===== config.mk =====
export PLATFORM = sky130hd
export DESIGN_NAME = incdec_exec
export DESIGN_NICKNAME = d
export VERILOG_FILES = /design/src/verilog/incdec_pkg.sv /design/src/verilog/incdec_exec.sv
export VERILOG_INCLUDE_DIRS = /design/src /design/src/verilog
export SDC_FILE = /design/constraint.sdc
export NUM_CORES = 1
export LEC_CHECK = 0
export BUFFER_PORTS_ARGS = -buffer_cell sky130_fd_sc_hd__buf_4
export CAP_MARGIN = 10
export CORE_MARGIN = 3
export CORE_UTILIZATION = 41
export CTS_CLUSTER_DIAMETER = 150
export DETAILED_ROUTE_END_ITERATION = 7
export GPL_TIMING_DRIVEN = 1
export PLACE_DENSITY_LB_ADDON = 0.3
export SETUP_SLACK_MARGIN = 0.3
export SLEW_MARGIN = 5
export SYNTH_ARGS = -nofsm -noshare
export SYNTH_HDL_FRONTEND = slang
export SYNTH_SLANG_ARGS = --single-unit
export TNS_END_PERCENT = 10

===== constraint.sdc =====
create_clock -name core_clk -period 0.8 [get_ports core_clk]
set_input_delay 0.04 -clock core_clk [delete_from_list [all_inputs] [get_ports core_clk]]
set_output_delay 0.04 -clock core_clk [all_outputs]
set_load 0.02 [all_outputs]

===== src/verilog/incdec_params.svh =====
/*
  Constants of the increment/decrement/skip execution block: operand widths,
  destination encodings, reset values.
  Assumes inclusion by bare name from the package and the module.
*/
`ifndef INCDEC_PARAMS_SVH
`define INCDEC_PARAMS_SVH

`define DATA_WIDTH       8
`define FILE_ADDR_WIDTH  7
`define DEST_WORKING     1'h0
`define DEST_FILE        1'h1
`define DATA_ONE         8'h01
`define DATA_ZERO        8'h00
`define ZERO_FLAG_RESET  1'h0
`define WORKING_RESET    8'h00

`endif


===== src/verilog/incdec_pkg.sv =====
/*
  Types shared by the increment/decrement/skip execution block.
  Assumes incdec_params.svh is on the include path.
*/
`include "incdec_params.svh"

package incdec_pkg;

  typedef enum logic [1:0] {
    increment_file_op,
    decrement_skip_zero_op,
    increment_skip_zero_op,
    other_op
  } opcode_t;

  typedef struct packed {
    logic                          valid;
    opcode_t                       op;
    logic [`FILE_ADDR_WIDTH-1:0]   file_addr;
    logic                          dest;
    logic [`DATA_WIDTH-1:0]        operand;
  } issue_t;

  typedef struct packed {
    logic                          file_we;
    logic [`FILE_ADDR_WIDTH-1:0]   file_addr;
    logic [`DATA_WIDTH-1:0]        result;
  } file_write_t;

  typedef enum {
    run,
    squash
  } exec_state_t;

  typedef struct packed {
    exec_state_t                   phase;
    logic [`DATA_WIDTH-1:0]        working;
    logic                          zero_flag;
    file_write_t                   file_wr;
    logic                          squashed;
    logic                          busy;
  } exec_regs_t;

endpackage : incdec_pkg


===== src/verilog/incdec_exec.sv =====
/*
  Execution stage for the increment, decrement-and-skip and increment-and-skip
  byte operations of an 8-bit core: result routing, zero flag, skip squash.
  Assumes the decoder presents one instruction per enabled core_clk cycle, with
  the file operand already read, and that the issue it presents while busy is high is the follower, which is dropped.
*/
`include "incdec_params.svh"

module incdec_exec
  import incdec_pkg::*;
#(
  parameter int DATA_W = `DATA_WIDTH
) (
  input  wire logic                        core_clk,
  input  wire logic                        rstn,
  input  wire logic                        clk_en,
  input  wire issue_t                      issue,
  output      logic [`DATA_WIDTH-1:0]      working,
  output      logic                        zero_flag,
  output      file_write_t                 file_wr,
  output      logic                        squashed,
  output      logic                        busy
);

  // ports and the skip test are sized from the header, so only one byte width is served
  if (DATA_W != `DATA_WIDTH) begin : g_width_check
    $error("incdec_exec supports only an 8-bit data width");
  end

  logic [1:0]                  rst_sync;
  logic                        core_rstn;
  exec_regs_t                  r;
  exec_regs_t                  next_r;
  logic                        is_inc_plain;
  logic                        is_dec_skip;
  logic                        is_inc_skip;
  logic                        is_skip;
  logic                        acts;
  logic [`DATA_WIDTH-1:0]      carry;
  logic [`DATA_WIDTH-1:0]      sum;
  logic                        is_zero;
  logic                        take;

  // decode of the three handled operations; anything else is taken as a no-op
  assign is_inc_plain = issue.op == increment_file_op;
  assign is_dec_skip  = issue.op == decrement_skip_zero_op;
  assign is_inc_skip  = issue.op == increment_skip_zero_op;
  assign is_skip      = is_dec_skip || is_inc_skip;
  assign acts         = is_inc_plain || is_skip;
  assign take         = issue.valid && (r.phase == run);

  // one ripple stage per bit: increment carries through set bits, decrement borrows through clear bits
  assign carry[0] = 1'b1;
  for (genvar b = 0; b < `DATA_WIDTH; b++) begin : g_step
    assign sum[b] = issue.operand[b] ^ carry[b];
    if (b < `DATA_WIDTH - 1) begin : g_ripple
      assign carry[b+1] = (issue.operand[b] ^ is_dec_skip) & carry[b];
    end
  end
  // no carry out is kept, so wrapping past 0xff or 0x00 is exactly modulo 256
  assign is_zero = sum == `DATA_ZERO;

  always_comb begin
    next_r = r;
    next_r.file_wr.file_we = 1'b0;
    next_r.squashed = 1'b0;
    unique case (r.phase)
      run: begin
        if (take && acts) begin
          if (issue.dest == `DEST_FILE) begin
            next_r.file_wr.file_we = 1'b1;
            next_r.file_wr.file_addr = issue.file_addr;
            next_r.file_wr.result = sum;
          end else begin
            next_r.working = sum;
          end
          if (is_inc_plain) begin
            next_r.zero_flag = is_zero;
          end
          // skip ops leave zero_flag untouched: hold by omission
          if (is_skip && is_zero) begin
            next_r.phase = squash;
            next_r.busy = 1'b1;
          end
          // non-zero skip results fall through to the next issue
        end
      end
      squash: begin
        // the fetched follower is discarded as a no-op cycle
        next_r.squashed = 1'b1;
        next_r.busy = 1'b0;
        next_r.phase = run;
      end
    endcase
  end

  // kept apart from the state struct: it runs on rstn itself and ignores clk_en
  always_ff @(posedge core_clk or negedge rstn) begin
    if (!rstn) begin
      rst_sync <= 2'h0;
    end else begin
      rst_sync <= {rst_sync[0], 1'b1};
    end
  end
  // asserts at once, releases on an edge so no state flop sees a runt release
  assign core_rstn = rst_sync[1];

  always_ff @(posedge core_clk or negedge core_rstn) begin
    if (!core_rstn) begin
      r.phase <= run;
      r.working <= `WORKING_RESET;
      r.zero_flag <= `ZERO_FLAG_RESET;
      r.file_wr <= '0;
      r.squashed <= 1'b0;
      r.busy <= 1'b0;
    end else if (clk_en) begin
      r.phase <= next_r.phase;
      r.working <= next_r.working;
      r.zero_flag <= next_r.zero_flag;
      r.file_wr <= next_r.file_wr;
      r.squashed <= next_r.squashed;
      r.busy <= next_r.busy;
    end
  end

  assign working = r.working;
  assign zero_flag = r.zero_flag;
  assign file_wr = r.file_wr;
  assign squashed = r.squashed;
  assign busy = r.busy;

endmodule : incdec_exec


Word-level counts from Yosys, hierarchy flattened
Index checks and enable logic that the tools add are counted.

operators by class
  bitwise operators = 22
  reduce and logical (&&, ||, !) cells = 13
  mux-type cells = 11
  equality and inequality tests = 5

operators with widths
  operator                                                           number
  32-bit zero test                                                   2
  32-bit case mux with 2 select lines                                1
  57-bit two-way mux                                                 1
  32-bit by 1-bit == test with 1-bit output (second input constant)  1
  16-bit two-way mux                                                 2
  32-bit two-way mux                                                 1
  1-bit XOR                                                          14
  4-bit AND reduction                                                3
  8-bit zero test                                                    1
  8-bit two-way mux                                                  1
  1-bit AND                                                          6
  1-bit two-way mux                                                  4
  2-bit != test (second input constant)                              2
  1-bit logical AND                                                  3
  3-bit AND reduction                                                1
  2-bit by 1-bit == test with 1-bit output (second input constant)   1
  2-bit == test (second input constant)                              1
  2-bit zero test                                                    1
  1-bit logical OR                                                   2
  1-bit inverter                                                     2
  1-bit case mux with 2 select lines                                 1

word-level totals
  output and inout port bits = 27
  input bits = 22
  flip-flop bits (word level) = 61

Longest topological paths before layout
  word-level depth = 14
  mapped depth = 8
  gate-level depth less buffers = 6

Worst setup path before layout
Ideal clock, no wire load.

  kind = input-to-reg
  start point = in issue[17] (netlist name)
  end point = reg, netlist name file_wr[6]
  buffers on the path = 1
  stages = 7
  data arrival time = 1.592 ns
  slack = -0.861 ns
  library setup time = 0.069 ns
  cells stage by stage = inv_1 ha_1 or4b_4 o22a_1 buf_6 or4_1 nand3_1

between the ends
  cells in the longest elaborated chain, start to end = 8
  elaborated cells between the ends (all ways) = 19

RTL lines
  item                                      line               RTL
  from (decl)                               incdec_exec.sv:17  input wire issue_t issue,
  2-bit by 1-bit == test with 1-bit output  incdec_exec.sv:46  assign is_dec_skip = issue.op == decrement_skip_zero_op;
  1-bit XOR                                 incdec_exec.sv:57  assign carry[b+1] = (issue.operand[b] ^ is_dec_skip) & carry[b];
  1-bit AND (5 in series)                   incdec_exec.sv:57
  1-bit XOR                                 incdec_exec.sv:55  assign sum[b] = issue.operand[b] ^ carry[b];

Parallel ways exist; a longest one is shown, timed or not.
A chain may end at the register's enable or synchronous reset.

Worst setup path in the final report
  start point = reg r[27] (netlist name)
  end point = reg, netlist name working[4]

between the ends
  cells in the longest elaborated chain, start to end = 4
  elaborated cells between the ends (all ways) = 5

RTL lines
  item                                      line               RTL
  from (decl)                               incdec_exec.sv:32  exec_regs_t r;
  32-bit zero test                          incdec_exec.sv:50  assign take = issue.valid && (r.phase == run);
  1-bit logical AND                         incdec_exec.sv:50
  1-bit logical AND                         incdec_exec.sv:69  if (take && acts) begin
  4-bit AND reduction (no source line) (*)  --

Mark *: on every way between the ends. The rest lies on a longest branch, timed or not.

==> qor.yml <==
status: "finished with violations"
violations: "negative hold slack, negative setup slack"
finalNonFillerCells: 253
ys_types: 35
routed_wl_mm: 3.49
syn_nets: 175
synth.yosys.seq_area_share: 0.461
min_to: "file_wr[14]"
yosysWarnings: 0
cts_max_path_buffers: 2
cp-end-kind: "register"
cpPeakStageDelay_ns: 0.38
syn_avg_cell_area_um2: 10.9
ir_drop_mv: 1.30
crit_chain: "nor4bb_1 -> buf_4 -> nor2b_4 -> buf_12 -> mux2_4"
worstHoldStart: "issue[15]"
track_usage: 0.157
place_inst: 242
synth_edf_count: 0
place_ws_ns: -1.03
holdBufCountCts: 1
wl_met2_mm: 1.75
worst-path-buf-inv: 2
reg2reg_depth: 5
wl_met1_mm: 1.46
vias_per_cell: 4.88
cpMaxStageDelayCell: "dfrtp_1"
hold_slack_ns: -0.0111
cts_tree: "done"
crit_path_max_fanout: 6
die_area_mm2: 0.00476
gp_congestion: 0.861
max_freq_mhz: 669
cts.sinks: 30
postSynthCellCount: 150
firstDrtPassIters: 2
drt_iter0_markers: 19
route.antenna.remaining_nets: 0
critical_path_class: "register to register"
clock_latency_ns: 0.28
top_layer: "met4"
clk_pin_slew_ns: 0.06
grt_pass1_wl_mm: 5.82
r2r_start: "r[27]"
fin_area_mm2: 0.00233
arrival_ns: 1.66
ios: 49
setup_viol: 54
diodes: 0
vias: 1235
drv_cap: 0
setup_slack_ns: -0.695
antenna_found_initial: 0
core_area_mm2: 0.00374
grt_max_degree: 16
whs_path_depth: 2
drv_slew: 0
cp.required_ns: 0.97
synth-seq-cells: 30
skew_ns: 0.00330
startpoint_type: "register"
first_global_vias: 1255
rsz0062_at_grt: "true"
synthFlopType: "dfrtp_1"
nets: 229
htree_levels: 2
crit_family: "simple AND/OR/NAND/NOR gates"
drcViolationCount: 0
port_buffers: 48
layout-drive-gt1-share: 0.546
hold_viol_final: 7
finalCritPeriodShare: 1.87
hold_class: "input pin to register"
cts-root-buf: "clkbuf_8"
die_y_um: 69.0
routed-wl-met3_um: 190
wl_per_cell_um: 13.8
dp_hpwl_mm: 2.76
start_util: 0.435
place_area_mm2: 0.00207
row_count: 22
syn_area_mm2: 0.00163
grt_overflow_total: 0
syn2layout_area_growth_pct: 43.4
async_flop_share: 1.00
power_density_mw_per_mm2: 2120
r2r_slack_ns: -0.69
p_leak_nw: 1.09
period_needed_ns: 1.49
numCtsBuffers: 5
die-width_um: 69.0
worstReg2RegEnd: "working[4]"
-- how the worst max path moves through the flow --
stage	startpoint	endpoint	slack (ns)	cells past startpoint
3_5_place_dp	issue[17]	file_wr[7]	-1.03	7
3_3_place_gp	issue[17]	file_wr[6]	-0.98	7
2_1_floorplan	issue[17]	file_wr[6]	-0.80	7
5_1_grt	r[27]	working[4]	-0.80	5
6_report	r[27]	working[4]	-0.69	5
4_1_cts	r[27]	working[4]	-0.69	5
-- routing by layer --
| layer | vias to the layer above | GRT usage |
|---|---|---|
| met1 | 589 | 0.182 |
| met5 | - | 0 |
| met4 | 0 | 0.0803 |
| met3 | 8 | 0.0583 |
| li1 | 602 | - |
| met2 | 36 | 0.253 |
-- cell type report --
| class | count | area [µm²] |
|---|---|---|
| flip-flops and latches | 30 | 751 |
| inverters | 5 | 31.3 |
| clock inverters | 1 | 5.00 |
| multi-input cells | 85 | 699 |
| repair buffers | 77 | 702 |
| well taps | 48 | 60.1 |
| fillers | 298 | 1410 |
| clock buffers | 7 | 86.3 |
-- flip-flops by register name, indices dropped and copies added, names as in the netlist --
signal and flops:
file_wr 16, zero_flag 1, squashed 1, working 8, busy 1, r 1, rst_sync 2
-- stage by stage --
| stage | util | power (W) | setup TNS (ns) |
|---|---|---|---|
| after global routing | 0.624 | 0.00523 | -21.73 |
| after global placement | 0.553 | 0.00345 | -20.10 |
| after CTS | 0.622 | 0.00502 | -18.58 |
| after detailed placement | 0.553 | 0.00351 | -20.75 |
| after floorplan | - | 0.00316 | -20.29 |
| final | 0.624 | 0.00496 | -17.64 |
-- placed cells by master (no fill, tap or decap), types with 2 or more instances in the layout --
master	count
ha_1	2
nand4_1	2
o21ai_0	5
nor2_1	2
a31oi_1	2
xor2_1	2
nand3_1	2
buf_4	46
o21ai_1	3
buf_6	29
or3_1	2
nand4b_1	2
o22ai_1	2
inv_1	4
or4_1	2
dfrtp_1	30
mux2i_1	2
mux2_2	12
nand2_1	12
nand2_2	2
clkbuf_8	6
xnor2_1	5
mux2_4	4
o2111ai_1	2
-- timing repair --
action	CTS	global route
endpoints found under the hold margin	9	7
setup buffers	2	0
endpoints found under the setup margin	55	55
gates resized for setup	37	2
pin swaps	1	1
-- cells in the mapped netlist (3+ instances only) --
cell | number | area (µm²)
buf_4 | 27 | 203
dfrtp_1 | 30 | 751
ha_1 | 3 | 37.5
inv_1 | 5 | 18.8
mux2_2 | 16 | 180
mux2i_1 | 3 | 30.0
nand2_1 | 14 | 52.6
nor2_1 | 3 | 11.3
o21ai_0 | 8 | 40.0
xnor2_1 | 5 | 43.8
-- cells by family (layout without fill, tap and decap cells) --
family | Yosys count | in the layout | synth area share
AND/OR/NAND/NOR | 37 | 37 | 0.129
buffers and inverters | 35 | 90 | 0.148
flip-flops | 30 | 30 | 0.461
multiplexers | 19 | 19 | 0.129
AO/OA/AOI/OAI | 18 | 18 | 0.0699
XOR/XNOR | 7 | 7 | 0.0377
adder cells (fa/ha/maj) | 3 | 3 | 0.0231
other | 1 | 1 | 0.00230
-- power breakdown --
| group | leakage (nW) | switching, W | internal [W] |
|---|---|---|---|
| Sequential | 0.368 | 0.000206 | 0.00181 |
| Combinational | 0.674 | 0.000759 | 0.000953 |
| Clock | 0.0482 | 0.000544 | 0.000692 |
Note: power is estimated with default switching activity, not from simulation.
